$ cat src/pkg/uvc_defines.svh
// timing counts and the pulse limit for the eprom host controller
//
// Function
// [RULE1] device drives data only when selected and gated
// [RULE2] address access equals select access delay
// [RULE3] data valid one gate delay after gate falls
// [RULE4] select high means standby, outputs floating
// [RULE5] releasing gate or select floats outputs
// [RULE6] host decodes select, gate tied to read
// [RULE7] program strobe ignored during read
// [RULE8] erased reads ones; programming only clears bits
// [RULE9] program mode: supply high and gate high
// [RULE10] programmer drives byte on data pins
// [RULE11] one strobe pulse per address, data stable
// [RULE12] repeat pulses and verify, give up after ten
// [RULE13] never hold program strobe statically low
// [RULE14] shared strobe programs identical parallel parts
// [RULE15] per-part select pulse programs different data
// [RULE16] select high during programming inhibits the part
// [RULE17] verify: select low, gate low, strobe high
// [RULE18] id read: high voltage line, low bit picks code
// [RULE19] supply and id high voltage are qualifier bits
`ifndef UVC_DEFINES_SVH
`define UVC_DEFINES_SVH
`define UVC_CLK_NS 40
`define UVC_ACC_NS 100
`define UVC_ACC_CYC ((`UVC_ACC_NS + `UVC_CLK_NS - 1) / `UVC_CLK_NS)
`define UVC_SETUP_NS 1000
`define UVC_SETUP_CYC ((`UVC_SETUP_NS + `UVC_CLK_NS - 1) / `UVC_CLK_NS)
`define UVC_PULSE_NS 50000
`define UVC_PULSE_CYC (`UVC_PULSE_NS / `UVC_CLK_NS)
`define UVC_MAX_PULSES 10
`endif

$ cat src/pkg/uvc_pkg.sv
// types for the eprom host controller
package uvc_pkg;
  typedef enum logic [6:0] {
    UVC_IDLE = 7'h01,
    UVC_SETUP = 7'h02,
    UVC_READ = 7'h04,
    UVC_PULSE = 7'h08,
    UVC_GAP = 7'h10,
    UVC_VERIFY = 7'h20,
    UVC_DONE = 7'h40
  } uvc_state_e;
  typedef enum logic [1:0] {
    UVC_CMD_READ = 2'h0,
    UVC_CMD_PROG = 2'h1,
    UVC_CMD_ID = 2'h2
  } uvc_cmd_e;
endpackage : uvc_pkg

$ cat src/core/uvc_host.sv
// host controller that reads, identifies and programs a uv eprom
`timescale 1ns/100ps
`include "uvc_defines.svh"
module uvc_host #(
  parameter int ADDR_W = 18,
  parameter int SETUP_CYC = `UVC_SETUP_CYC,
  parameter int PULSE_CYC = `UVC_PULSE_CYC,
  parameter int ACC_CYC = `UVC_ACC_CYC,
  parameter int MAX_PULSES = `UVC_MAX_PULSES
) (
  input wire logic clk,
  input wire logic rst,
  input wire logic req,
  input wire uvc_pkg::uvc_cmd_e cmd,
  input wire logic [ADDR_W-1:0] addr,
  input wire logic [7:0] wdata,
  output logic busy,
  output logic done,
  output logic fail,
  output logic [7:0] rdata,
  output logic [ADDR_W-1:0] mem_addr,
  output logic chip_select_n,
  output logic output_gate_n,
  output logic program_strobe_n,
  output logic prog_supply_hi,
  output logic id_highvolt_addr_line,
  input wire logic [7:0] data_in,
  output logic [7:0] data_out,
  output logic data_oe_n
);
  import uvc_pkg::*;

  localparam int CNT_W = $clog2(PULSE_CYC + SETUP_CYC + ACC_CYC + 2);
  // the verify gate must fall within the data hold after each pulse
  localparam int VERIFY_WAIT = SETUP_CYC + 1;

  // refuse settings the counters cannot hold; tries_r is four bits wide
  if (ADDR_W < 1 || SETUP_CYC < 1 || PULSE_CYC < 1 || ACC_CYC < 1 ||
      MAX_PULSES < 1 || MAX_PULSES > 15) begin : g_bad_param
    $error("uvc_host: unsupported parameter values");
  end

  uvc_state_e state_r;
  uvc_cmd_e cmd_r;
  logic [7:0] wdata_r;
  logic [CNT_W-1:0] cnt_r;
  logic [3:0] tries_r;
  logic cnt_zero;

  assign cnt_zero = (cnt_r == '0);

  // sequencer: setup, pulse, gap, verify loop for programming
  always_ff @(posedge clk or posedge rst) begin
    if (rst) begin
      state_r <= UVC_IDLE;
      cmd_r <= UVC_CMD_READ;
      wdata_r <= 8'h00;
      cnt_r <= '0;
      tries_r <= 4'h0;
    end else begin
      unique case (state_r)
        UVC_IDLE: begin
          if (req) begin
            cmd_r <= cmd;
            wdata_r <= wdata;
            tries_r <= 4'h0;
            cnt_r <= CNT_W'(SETUP_CYC - 1);
            state_r <= UVC_SETUP;
          end
        end
        UVC_SETUP: begin
          if (!cnt_zero) cnt_r <= cnt_r - 1'b1;
          else if (cmd_r == UVC_CMD_PROG) begin
            cnt_r <= CNT_W'(PULSE_CYC - 1); // RULE11
            tries_r <= tries_r + 4'h1;
            state_r <= UVC_PULSE;
          end else begin
            cnt_r <= CNT_W'(ACC_CYC); // RULE2 RULE3
            state_r <= UVC_READ;
          end
        end
        UVC_READ: begin
          if (!cnt_zero) cnt_r <= cnt_r - 1'b1;
          else state_r <= UVC_DONE;
        end
        UVC_PULSE: begin
          if (!cnt_zero) cnt_r <= cnt_r - 1'b1;
          else begin
            cnt_r <= CNT_W'(SETUP_CYC - 1); // RULE13
            state_r <= UVC_GAP;
          end
        end
        UVC_GAP: begin
          if (!cnt_zero) cnt_r <= cnt_r - 1'b1;
          else begin
            cnt_r <= CNT_W'(ACC_CYC);
            state_r <= UVC_VERIFY;
          end
        end
        UVC_VERIFY: begin
          if (!cnt_zero) cnt_r <= cnt_r - 1'b1;
          else if (data_in == wdata_r || tries_r == 4'(MAX_PULSES))
            state_r <= UVC_DONE; // RULE12 RULE17
          else begin
            cnt_r <= CNT_W'(SETUP_CYC - 1);
            state_r <= UVC_SETUP;
          end
        end
        UVC_DONE: state_r <= UVC_IDLE;
        default: state_r <= UVC_IDLE;
      endcase
    end
  end

  // pin drive; gate stays high through programming so the part takes data
  always_ff @(posedge clk or posedge rst) begin
    if (rst) begin
      chip_select_n <= 1'b1;
      output_gate_n <= 1'b1;
      program_strobe_n <= 1'b1;
      prog_supply_hi <= 1'b0;
      id_highvolt_addr_line <= 1'b0;
      data_oe_n <= 1'b1;
      data_out <= 8'h00;
      mem_addr <= '0;
    end else begin
      if (state_r == UVC_IDLE && req) begin
        mem_addr <= addr;
        data_out <= wdata; // RULE10
        prog_supply_hi <= (cmd == UVC_CMD_PROG); // RULE9 RULE19
        id_highvolt_addr_line <= (cmd == UVC_CMD_ID); // RULE18
        // one select line; parts sharing the other pins each get their own
        chip_select_n <= 1'b0; // RULE6 RULE15
      end
      if (state_r == UVC_DONE) begin
        chip_select_n <= 1'b1; // RULE4
        prog_supply_hi <= 1'b0;
        id_highvolt_addr_line <= 1'b0;
      end
      // strobe low only for the timed pulse, never static
      program_strobe_n <= !(state_r == UVC_PULSE && !cnt_zero) &&
                          !(state_r == UVC_SETUP && cnt_zero &&
                            cmd_r == UVC_CMD_PROG); // RULE11 RULE13 RULE14
      // data driven only while gate is high in program mode
      data_oe_n <= !((state_r == UVC_IDLE && req && cmd == UVC_CMD_PROG) ||
                     (cmd_r == UVC_CMD_PROG &&
                      (state_r == UVC_SETUP || state_r == UVC_PULSE ||
                       (state_r == UVC_GAP && !cnt_zero)))); // RULE10
      output_gate_n <= !((state_r == UVC_SETUP && cnt_zero &&
                          cmd_r != UVC_CMD_PROG) || state_r == UVC_READ ||
                         (state_r == UVC_GAP && cnt_zero) ||
                         (state_r == UVC_VERIFY && !cnt_zero)); // RULE1 RULE5
    end
  end

  // results, captured at the end of the access window
  always_ff @(posedge clk or posedge rst) begin
    if (rst) begin
      rdata <= 8'h00;
      done <= 1'b0;
      fail <= 1'b0;
      busy <= 1'b0;
    end else begin
      done <= 1'b0;
      busy <= (state_r != UVC_IDLE) || req;
      if ((state_r == UVC_READ || state_r == UVC_VERIFY) && cnt_zero)
        rdata <= data_in; // RULE8
      if (state_r == UVC_VERIFY && cnt_zero &&
          (data_in == wdata_r || tries_r == 4'(MAX_PULSES))) begin
        done <= 1'b1;
        fail <= (data_in != wdata_r);
      end else if (state_r == UVC_READ && cnt_zero) begin
        done <= 1'b1;
        fail <= 1'b0;
      end
    end
  end

  // helper for the width check: cycles the strobe has been low so far
  logic [CNT_W-1:0] low_cnt_r;
  always_ff @(posedge clk or posedge rst) begin
    if (rst) low_cnt_r <= '0;
    else if (!program_strobe_n) low_cnt_r <= low_cnt_r + 1'b1;
    else low_cnt_r <= '0;
  end
endmodule : uvc_host

$ cat config.mk
export PLATFORM = sky130hd
export DESIGN_NAME = uvc_host
export DESIGN_NICKNAME = d
export VERILOG_FILES = /design/src/pkg/uvc_pkg.sv /design/src/core/uvc_host.sv
export VERILOG_INCLUDE_DIRS = /design/src /design/src/pkg
export SDC_FILE = /design/constraint.sdc
export NUM_CORES = 1
export LEC_CHECK = 0
export ABC_AREA = 1
export BUFFER_PORTS_ARGS = -buffer_cell sky130_fd_sc_hd__buf_2
export CAP_MARGIN = 10
export CORE_UTILIZATION = 45
export CTS_CLUSTER_DIAMETER = 60
export DETAILED_ROUTE_END_ITERATION = 7
export PLACE_DENSITY = 0.69
export SYNTH_ARGS = -nofsm -noshare
export SYNTH_HDL_FRONTEND = slang
export SYNTH_SLANG_ARGS = --single-unit
$ cat constraint.sdc
create_clock -name clk -period 4.8 [get_ports clk]
set_input_delay 0.72 -clock clk [delete_from_list [all_inputs] [get_ports clk]]
set_output_delay 0.72 -clock clk [all_outputs]
set_load 0.05 [all_outputs]
# ---- Yosys cells after proc, flatten, opt, wreduce, memory -nomap -nowiden
# Cells that the tools add are included.
dict set report op_classes {
  n_addsub 2
  n_eq_ne 24
  n_mux 32
  reduce_logical 38
}
# operator n
set op_table {}
lappend op_table {{2-to-1 mux 11 bit} 8}
lappend op_table {{case mux 11 bit (6 select lines)} 1}
lappend op_table {{2-to-1 mux 7 bit} 7}
lappend op_table {{case mux 7 bit (6 select lines)} 1}
lappend op_table {{2-to-1 mux 4 bit} 4}
lappend op_table {{!= test 2 bit, second input constant} 8}
lappend op_table {{logical AND 1 bit} 15}
lappend op_table {{zero test 11 bit} 1}
lappend op_table {{subtractor 11 x 1 -> 11 bit, second input constant} 1}
lappend op_table {{2-to-1 mux 1 bit} 10}
lappend op_table {{logical OR 1 bit} 9}
lappend op_table {{== test 8 bit} 1}
lappend op_table {{!= test 8 bit} 1}
lappend op_table {{case mux 4 bit (2 select lines)} 1}
lappend op_table {{AND reduction 4 bit} 2}
lappend op_table {{== test 7 x 1 -> 1 bit, second input constant} 1}
lappend op_table {{== test 7 x 2 -> 1 bit, second input constant} 1}
lappend op_table {{== test 7 x 3 -> 1 bit, second input constant} 1}
lappend op_table {{== test 7 x 4 -> 1 bit, second input constant} 1}
lappend op_table {{== test 7 x 5 -> 1 bit, second input constant} 1}
lappend op_table {{== test 7 x 6 -> 1 bit, second input constant} 1}
lappend op_table {{== test 7 bit, second input constant} 1}
lappend op_table {{!= test 7 x 1 -> 1 bit, second input constant} 1}
lappend op_table {{AND reduction 6 bit} 1}
lappend op_table {{10 further kinds} 17}
dict set report word_totals {
  ff_bits 75
  output_inout_bits 43
}

# ---- Longest topological paths before layout
# Gate-level depths: netlist of the first run.
dict set report logic_depth {
  word_depth 7
  depth_mapped 13
  ltp_nobuf 13
}

# ---- Worst setup path before layout of the first run
# Ideal clock, no wire load.
dict set report synth_timing {
  kind {register -> register}
  start {register cnt_r[0]}
  end {register rdata[2]}
  arrival_time_ns 1.592
  required_time_ns 4.675
  setup_slack_ns 3.084
  path_stages_with_launch 10
  period_less_slack_ns 1.716
  path_cell_list {dfrtp_1 > inv_1 > ha_1 > nand2_1 > inv_1 > nand3_1 > nor2_1 > o21ai_1 > buf_6 > mux2_2}
}
dict set report synth_between {
  elab_chain_cells 2
}
# element line_no
set synth_rtl {}
lappend synth_rtl {{start, declared} uvc_host.sv:46} ;# logic [CNT_W-1:0] cnt_r;
lappend synth_rtl {{start signal, assigned} uvc_host.sv:67} ;# cnt_r <= CNT_W'(SETUP_CYC - 1);
lappend synth_rtl {{start signal, assigned} uvc_host.sv:72} ;# if (!cnt_zero) cnt_r <= cnt_r - 1'b1;
lappend synth_rtl {{start signal, assigned} uvc_host.sv:74} ;# cnt_r <= CNT_W'(PULSE_CYC - 1);
lappend synth_rtl {{zero test 11 bit} uvc_host.sv:50} ;# assign cnt_zero = (cnt_r == '0);
lappend synth_rtl {{logical AND 1 bit} uvc_host.sv:166} ;# if ((state_r == UVC_READ || state_r == UVC_VERIFY) && cnt_zero)
lappend synth_rtl {{end signal, assigned} uvc_host.sv:167} ;# rdata <= data_in;
lappend synth_rtl {{end, declared} uvc_host.sv:20} ;# output logic [7:0] rdata,
# No other way between the ends.
# A chain may end at the register's enable or synchronous reset.

# ---- Final worst setup path of the first run
dict set report layout_timing {
  start {register state_r[0]}
  end {register rdata[3]}
}
dict set report layout_between {
  elab_chain_cells 3
  word_cells_on_any_way 4
  classes_between {2 x eq/ne; 2 x reduce/logical}
}
# element line_no
set layout_rtl {}
lappend layout_rtl {{start, declared} uvc_host.sv:43} ;# uvc_state_e state_r;
lappend layout_rtl {{start signal, assigned} uvc_host.sv:55} ;# state_r <= UVC_IDLE;
lappend layout_rtl {{start signal, assigned} uvc_host.sv:68} ;# state_r <= UVC_SETUP;
lappend layout_rtl {{start signal, assigned} uvc_host.sv:76} ;# state_r <= UVC_PULSE;
lappend layout_rtl {{== test 7 x 3 -> 1 bit / == test 7 x 6 -> 1 bit (equally long branches)} uvc_host.sv:166}
lappend layout_rtl {{logical OR 1 bit (*)} uvc_host.sv:166}
lappend layout_rtl {{logical AND 1 bit (*)} uvc_host.sv:166}
# Every way passes the cells marked *; elsewhere a longest branch is shown, timed or not.

==> impl_metrics.ini, run 1 <==
[sta]
hold_viol_final = 0
drv_slew = 0
fin_crit_ns = 2.12
skew_ns = 0.0153
setup_violations = 0
setup_ws_ns = 2.68
tightest_slew_ns = 0.818
max-slew-margin-rel_pct = 45.1
rsz0062_at_grt = false
fmax_mhz = 471
min_period_over_period_pct = 44.2
setup_tns_ns = 0

[clock_network]
cts_hold_buffers = 0
clock_latency_ns = 0.36
cts_sinks = 67
clk_path_buf_depth = 2
clk_pin_slew_ns = 0.08
cts_resized = 0
cts_setup_buffers = 0
cts_tree = built
cts-root-buf = clkbuf_8
htreeDepth = 3
numCtsBuffers = 9

[logic_synthesis]
synth_area_leaders = dfrtp_1 47%, nand2_1 20%, inv_1 4.8%
synthArstFlopShare_pct = 100
ys_warn_count = 0
synth_edf_count = 0
synth.most_common_cell = nand2_1
ys_ff_latch = 67
synthesis.area_um2 = 3330
synth_cell_type_count = 32
syn_avg_cell_area_um2 = 7.91
ys_seq_area_share_pct = 50.6
synth_top_cell_area_share_pct = 46.6
synth_common_cells = 176 x nand2_1, 62 x dfrtp_1, 43 x inv_1
syn_nets = 464
yosys.area.top_type = dfrtp_1
postSynthCellCount = 421
synth-main-ff-cell = dfrtp_1

[detailed_routing]
wirelength_mm = 7.40
vias_per_cell = 4.87
final_antenna_net_count = 0
wl_per_cell_um = 12.1
drt-pass1-iter-count = 5
via_count = 2968
route.detailed.drc = 0
drt_iter0_drc = 151

[cells_and_area]
diodes = 0
fill_cells = 644
drive_gt1_share_pct = 23.8
area_growth_pct = 21.7
layout.nets = 551

[global_route]
grt_pass1_wl_mm = 12.1
grt_max_degree = 68
overflow = 0
grt_util_all_layers_pct = 20.5
antenna_found_initial = 0
grt_pass1_vias = 2697

[place]
place_ws_ns = 2.69
portBuffers = 81
gp_congestion = 0.900
dpl.hpwl_mm = 5.28

[critical_path]
crit_path_start = state_r[0]$_DFFE_PP1P_
path_buf_inv = 2
critPathCaptureType = flop
crit_required_ns = 5.04
path_class = flop to flop
worstReg2RegStart = state_r[0]$_DFFE_PP1P_
crit_fanout = 11
crit_path_start_kind = flop
critPathSlowestCell = o21ai_1
slowest_delay_ns = 0.65
worstPathCellList = inv_1, nand2_1, nor2_1, nand2_1, inv_1, o21ai_1, mux2_2
r2r_slack_ns = 2.68
crit_family = compound AO/OA/AOI/OAI gates
arrival_ns = 2.36

[outcome]
status = finished, final reports clean

[die]
row_count = 30
core_region_area_um2 = 6980
die_h_um = 88
die_width_um = 88
io_pins = 82
initial_core_util_pct = 47.7
die_area_um2 = 7740

[power]
p_clk_share_pct = 17.5
internal_power_mw = 1.51
ir_drop_mv = 0.494
p_sw_share_pct = 51.1
leakagePower_nw = 2.26
seq_power_share_pct = 30.0
p_switching_mw = 1.58
p_comb_share_pct = 52.6
power_density_nw_per_um2 = 764

[flow_run]
drv_cap = 0

[min_path]
hp-class = flop to flop
hp-start = chip_select_n$_DFFE_PP1P_
-- tightest hold or removal path, delay by kind of cell, from the launching register on --
kind / cells / cell delay [ns]
AND/OR/NAND/NOR: 2 / 0.10
flip-flops: 1 / 0.37
-- worst paths after layout --
path	cells after the start	end
worst max-delay path	7	rdata[3]$_DFFE_PP0P_
worst min-delay path	2	chip_select_n$_DFFE_PP1P_
worst max register to register	7	rdata[3]$_DFFE_PP0P_
max in group asynchronous	3	state_r[2]$_DFFE_PP0P_
min in group asynchronous	3	mem_addr[8]$_DFFE_PP0P_
worst min register to register	2	chip_select_n$_DFFE_PP1P_
-- power by group through the flow --
| stage | registers [mW] | clock network (mW) | logic [mW] |
|---|---|---|---|
| detailed placement | 0.933 | 0 | 1.63 |
| finish | 0.927 | 0.540 | 1.63 |
| floorplan | 1.45 | 0 | 0.758 |
| global route | 0.953 | 0.568 | 1.79 |
| global placement | 0.928 | 0 | 1.61 |
| CTS | 0.926 | 0.552 | 1.63 |
-- state kept, by name, summed over array words and instances, names as in the netlist --
| signal | count |
|---|---|
| chip_select_n | 1 |
| cmd_r | 2 |
| done | 1 |
| output_gate_n | 1 |
| state_r | 7 |
| fail | 1 |
| mem_addr | 18 |
| rdata | 8 |
| cnt_r | 11 |
| id_highvolt_addr_line | 1 |
| prog_supply_hi | 1 |
| wdata_r | 8 |
| data_oe_n | 1 |
| tries_r | 4 |
| busy | 1 |
| program_strobe_n | 1 |
-- cell type report --
type / count / area [um^2] / share of cell area [%]
multi-input cells: 301 / 1430 / 35.2
clock buffers: 11 / 141 / 3.49
flip-flops and latches: 67 / 1680 / 41.6
well taps: 96 / 120 / 2.97
inverters: 46 / 173 / 4.26
repair buffers: 83 / 420 / 10.4
clock inverters: 5 / 85.1 / 2.10
-- layer usage --
| metal | up-vias | track usage (%) | share of wire, % |
|---|---|---|---|
| met4 | 0 | 8.64 | 1.6 |
| met2 | 86 | 35.0 | 48 |
| met1 | 1392 | 25.2 | 45 |
| met3 | 11 | 4.52 | 4.8 |
| li1 | 1479 | - | - |
| met5 | - | 0 | 0 |
-- cells by family after synthesis --
group	count (synthesis)	share of synthesized area, %
AOI/OAI and AO/OA	33	5.49
DFF	67	50.6
xor gates and xnor gates	14	3.68
and+or+nand+nor	245	30.5
muxes	5	1.69
buffers and inverters	53	6.54
adders and majority gates	4	1.50
-- metrics by stage --
stage               util (%)  instance area, um^2  instances  hold slack (ns)  power, mW
floorplan                  -                 3330        421            0.454       2.21
global placement        54.8                 3820        593            0.448       2.53
detailed placement      54.8                 3820        593            0.454       2.56
CTS                     58.0                 4050        609            0.473       3.11
global route            58.0                 4050        609            0.480       3.31
finish                  58.0                 4050        609            0.468       3.09
-- cells in the final DEF (no fill, tap or decap), types with 2 or more instances in the layout --
cell | Yosys | routed
buf_4 | 0 | 2
bufinv_16 | 0 | 2
xnor2_1 | 6 | 6
o21ai_0 | 22 | 22
nor2_2 | 3 | 3
a21oi_1 | 2 | 2
xor2_1 | 8 | 8
ha_1 | 4 | 4
o21ai_1 | 2 | 2
nand2_1 | 176 | 176
inv_1 | 43 | 42
mux2_2 | 5 | 5
nand3_1 | 23 | 23
nor2_1 | 30 | 30
nand3b_1 | 2 | 2
clkbuf_8 | 0 | 10
nand3_2 | 2 | 2
inv_2 | 3 | 4
buf_2 | 3 | 81
dfstp_2 | 5 | 5
o31ai_1 | 2 | 2
dfrtp_1 | 62 | 62
nor3_1 | 4 | 4
(Power assumes the default switching activity.)
==> run 2: changes to the inputs <==
Clock period 4.8 ns to 2.15 ns, I/O delays scaled along.
==> run 2 against run 1 <==
  * Final cell count increased by 0.82%
  * Critical endpoint is now rdata[7]$_DFFE_PP0P_
  * Critical path depth unchanged
  * Final area increased by 1.1%
  * Via count decreased by 1.0%
  * Total power increased by 120%
  * Non-clock buffer count increased by 5
  * Routed wire length increased by 2.8%
  * Largest cell class unchanged
  * Fmax increased by 7.8%
  * Worst setup slack got worse by 2.5 ns
  * Utilization increased by 0.65 points
  * First-iteration DRC count decreased by 8.6%
  * Register-to-register slack got worse by 2.5 ns
==> impl_metrics.ini, run 2 (synthesis results as in run 1) <==
[power]
p_switching_mw = 3.55
seq_power_share_pct = 29.8
ir_drop_mv = 1.05
p_clk_share_pct = 17.1
power_mw = 6.95
p_comb_share_pct = 53.2
power_density_nw_per_um2 = 1700
p_sw_share_pct = 51.1
internal_power_mw = 3.40
leakagePower_nw = 2.29

[cells_and_area]
regMostFlops = mem_addr
layout.nets = 556
largest_reg_flops = 18
utilization_pct = 58.7
drive_gt1_share_pct = 24.9
diodes = 0
stdcell_count = 614
final_common_cell = nand2_1
area_growth_pct = 23.0
top_regs = mem_addr: 18 flops, cnt_r: 11 flops
fill_cells = 659
layout.cells.most_common_list = 176 x nand2_1, 81 x buf_2, 62 x dfrtp_1, 42 x inv_1, 29 x nor2_1

[critical_path]
worstPathCellList = inv_1, nand2_1, nor2_1, nand2_1, inv_1, o21ai_1, mux2_2
critPathSlowestCell = dfstp_2
path_class = flop to flop
arrival_ns = 2.20
slowest_delay_ns = 0.55
crit_path_start_kind = flop
crit_fanout = 8
critPathCaptureType = flop
crit_required_ns = 2.38

[detailed_routing]
route.detailed.drc = 0
vias_per_cell = 4.78
wl_per_cell_um = 12.4
final_antenna_net_count = 0
drt-pass1-iter-count = 5
via_count = 2937
wirelength_mm = 7.61
drt_iter0_drc = 138

[sta]
rsz0062_at_grt = false
max-slew-margin-rel_pct = 57.6
setup_tns_ns = 0
drv_slew = 0
hold_viol_final = 0
fin_crit_ns = 1.97
setup_ws_ns = 0.182
fmax_mhz = 508
min_period_over_period_pct = 91.5
setup_violations = 0
skew_ns = 0.0121
tightest_slew_ns = 0.632

[place]
placed_cells = 598
dpl.hpwl_mm = 5.71
portBuffers = 81
place_ws_ns = 0.121
gp_congestion = 0.913

[clock_network]
htreeDepth = 3
cts_tree = built
clk_pin_slew_ns = 0.08
cts_sinks = 67
cts_resized = 0
numCtsBuffers = 9
clock_latency_ns = 0.35
cts_setup_buffers = 0
clk_path_buf_depth = 2
cts-root-buf = clkbuf_8
cts_hold_buffers = 0

[die]
die_area_um2 = 7740
row_count = 30
core_region_area_um2 = 6980
initial_core_util_pct = 47.7
die_width_um = 88
io_pins = 82
die_h_um = 88

[global_route]
grt_max_degree = 31
grt_util_all_layers_pct = 21.1
grt_pass1_wl_mm = 12.4
antenna_found_initial = 0
overflow = 0
grt_pass1_vias = 2748

[outcome]
status = finished, final reports clean

[min_path]
hp-class = input port to asynchronous set/reset pin

[flow_run]
drv_cap = 0
## run 2: worst paths after layout
| kind | startpoint | to | slack (ns) | cells after the start |
|---|---|---|---|---|
| setup / recovery | state_r[0]$_DFFE_PP1P_ | rdata[7]$_DFFE_PP0P_ | 0.18 | 7 |
| hold / removal | rst | state_r[5]$_DFFE_PP0P_ | 0.02 | 2 |
| setup reg to reg | state_r[0]$_DFFE_PP1P_ | rdata[7]$_DFFE_PP0P_ | 0.18 | 7 |
| hold reg to reg | chip_select_n$_DFFE_PP1P_ | chip_select_n$_DFFE_PP1P_ | 0.47 | 2 |
| max in group asynchronous | rst | rdata[4]$_DFFE_PP0P_ | 1.51 | 3 |
| min in group clk | wdata[2] | wdata_r[2]$_DFFE_PP0P_ | 0.17 | 3 |
## run 2: routing by layer
metal	wire length, um	vias to the layer above	GRT usage, %
met1	3510	1356	26.4
met5	0	-	0
li1	-	1487	-
met2	3640	79	34.9
met3	304	15	4.15
met4	151	0	10.3
## run 2: power groups by stage
stage,Combinational (mW),Sequential [mW],Clock [mW]
3_5_place_dp,3.69,2.08,0
3_3_place_gp,3.62,2.07,0
4_1_cts,3.70,2.07,1.22
5_1_grt,4.03,2.13,1.26
2_1_floorplan,1.69,3.24,0
6_report,3.70,2.07,1.19
## run 2: per-stage QoR
step	area, um^2	hold WS (ns)
6_report	4100	0.0161
5_1_grt	4100	0.0504
4_1_cts	4090	0.0260
3_5_place_dp	3860	0.401
3_3_place_gp	3860	0.389
2_1_floorplan	3330	0.439
## run 2: layout make-up
type,count,area [um^2],area share [%]
clock inverter,5,85.1,2.08
tap,96,120,2.93
clock buffer,11,141,3.45
inverter,46,173,4.22
multi-input combinational,301,1440,35.0
sequential,67,1680,41.1
timing repair buffer,88,458,11.2
## run 2: worst max-delay path, delay by kind of cell, from the launching register on
kind	cells	cell delay [ns]
AND/OR/NAND/NOR	3	0.27
buffers and inverters	2	0.14
AO/OA/AOI/OAI	1	0.51
flip-flops	1	0.55
multiplexers	1	0.41
==> run 3: changes to the inputs <==
Settings changed: CORE_MARGIN from default to 2, SETUP_SLACK_MARGIN from default to 0.4.
==> run 3 against run 2 <==
  * Critical path depth stayed put
  * Routed wire length is 11% higher
  * Register-to-register slack better by 0.20 ns
  * Clock skew is 0.0028 ns higher
  * Worst setup slack better by 0.20 ns
  * Sequential share of layout area is 2.7 points lower
  * Clock power is 19% lower
  * Die area is 4.6% higher
  * Sequential power hardly changed
  * Flip-flop and latch count stayed put
  * Combinational power is 16% higher
==> impl_metrics.ini, run 3 (synthesis results as in run 1) <==
[power]
power_mw = 7.31
ir_drop_mv = 0.924
power_density_nw_per_um2 = 1670
leakagePower_nw = 2.40

[critical_path]
cpMostUsedCell = inv_1
path_buf_inv = 2
critPathCaptureType = flop
crit_fanout = 8
path_class = flop to flop
arrival_ns = 2.01
worstPathCellList = inv_1, nand2_2, nor2_4, nand2_4, inv_1, o21ai_4, mux2_2
crit_required_ns = 2.40
crit_path_start_kind = flop
slowest_delay_ns = 0.55
critPathSlowestCell = dfstp_2
crit_family = flip-flops

[cells_and_area]
layout.nets = 566
regMostFlops = mem_addr
drive_gt1_share_pct = 32.6
area_growth_pct = 31.7
layout.cells.most_common_list = 163 x nand2_1, 81 x buf_2, 62 x dfrtp_1, 38 x inv_1, 21 x o21ai_0
diodes = 0
top_regs = mem_addr: 18 flops, cnt_r: 11 flops
largest_reg_flops = 18
fill_cells = 684
final_common_cell = nand2_1

[die]
die_h_um = 90
die_width_um = 90
initial_core_util_pct = 46.1
row_count = 31
die_area_um2 = 8100
io_pins = 82
core_region_area_um2 = 7210

[sta]
drv_slew = 0
rsz0062_at_grt = true
setup_tns_ns = 0
hold_viol_final = 0
fin_crit_ns = 1.76
min_period_over_period_pct = 82.0
fmax_mhz = 567
max-slew-margin-rel_pct = 76.1
tightest_slew_ns = 0.359
skew_ns = 0.0149
setup_violations = 0

[global_route]
grt_util_all_layers_pct = 20.3
grt_pass1_wl_mm = 13.4
grt_pass1_vias = 2928
overflow = 0
grt_max_degree = 68
antenna_found_initial = 0

[clock_network]
clk_path_buf_depth = 2
clock_latency_ns = 0.36
numCtsBuffers = 9
cts_tree = built
cts-root-buf = clkbuf_8
htreeDepth = 3
cts_hold_buffers = 0
clk_pin_slew_ns = 0.09
cts_sinks = 67

[min_path]
hp-class = input port to asynchronous set/reset pin

[detailed_routing]
vias_per_cell = 4.84
via_count = 3034
route.detailed.drc = 0
wl_per_cell_um = 13.5
drt-pass1-iter-count = 4
wirelength_mm = 8.46
final_antenna_net_count = 0
drt_iter0_drc = 157

[place]
gp_congestion = 0.959
dpl.hpwl_mm = 5.58
portBuffers = 81

[flow_run]
drv_cap = 0

[outcome]
status = finished, final reports clean
## run 3: repair_timing
item / 4_1_cts / 5_1_grt
setup endpoints to repair: 26 / 58
hold endpoints to repair: 0 / 0
pin swaps: 1 / 13
setup buffers: 3 / 8
gates resized for setup: 16 / 48
cloned: 0 / 1
## run 3: power breakdown
part | internal [mW] | switching [mW] | total (mW)
Combinational | 1.21 | 3.07 | 4.28
Sequential | 1.75 | 0.319 | 2.07
Clock | 0.428 | 0.534 | 0.962
Total | 3.39 | 3.92 | 7.31
## run 3: final timing paths
path / startpoint / endpoint / slack (ns) / cells past startpoint
hold / removal: rst / mem_addr[13]$_DFFE_PP0P_ / 0.05 / 3
setup / recovery: state_r[0]$_DFFE_PP1P_ / rdata[7]$_DFFE_PP0P_ / 0.39 / 7
setup reg to reg: state_r[0]$_DFFE_PP1P_ / rdata[7]$_DFFE_PP0P_ / 0.39 / 7
max in group asynchronous: rst / chip_select_n$_DFFE_PP1P_ / 1.76 / 3
min in group clk: wdata[2] / wdata_r[2]$_DFFE_PP0P_ / 0.16 / 3
hold reg to reg: mem_addr[6]$_DFFE_PP0P_ / mem_addr[6]$_DFFE_PP0P_ / 0.47 / 2
## run 3: tightest hold or removal path, stage by stage
cell and delay [ns]:
buf_2 0.11, clkinvlp_4 0.07, buf_12 0.31
## run 3: area by class of cell
type / instances / area, um^2 / share of cell area (%)
clock buffers: 10 / 128 / 2.91
repair buffers: 97 / 542 / 12.4
clock inverters: 6 / 48.8 / 1.11
multi-input cells: 302 / 1680 / 38.3
well taps: 99 / 124 / 2.83
inverters: 46 / 179 / 4.08
flip-flops and latches: 67 / 1680 / 38.4
## run 3: through the flow
step | std cells | area, um^2 | hold WS (ns) | utilization (%) | setup slack, ns
2_1_floorplan | 421 | 3330 | 0.439 | - | 0.434
3_3_place_gp | 599 | 3870 | 0.445 | 53.6 | 0.131
3_5_place_dp | 599 | 3870 | 0.448 | 53.6 | 0.0861
4_1_cts | 618 | 4130 | 0.0661 | 57.3 | 0.387
5_1_grt | 627 | 4380 | 0.0800 | 60.7 | 0.323
6_report | 627 | 4380 | 0.0464 | 60.7 | 0.386
## run 3: layer usage
| metal | vias up | GRT usage (%) | wire length (um) |
|---|---|---|---|
| met1 | 1425 | 26.5 | 3720 |
| met4 | 0 | 8.08 | 171 |
| li1 | 1508 | - | - |
| met3 | 15 | 4.61 | 388 |
| met5 | - | 0 | 0 |
| met2 | 86 | 32.7 | 4180 |
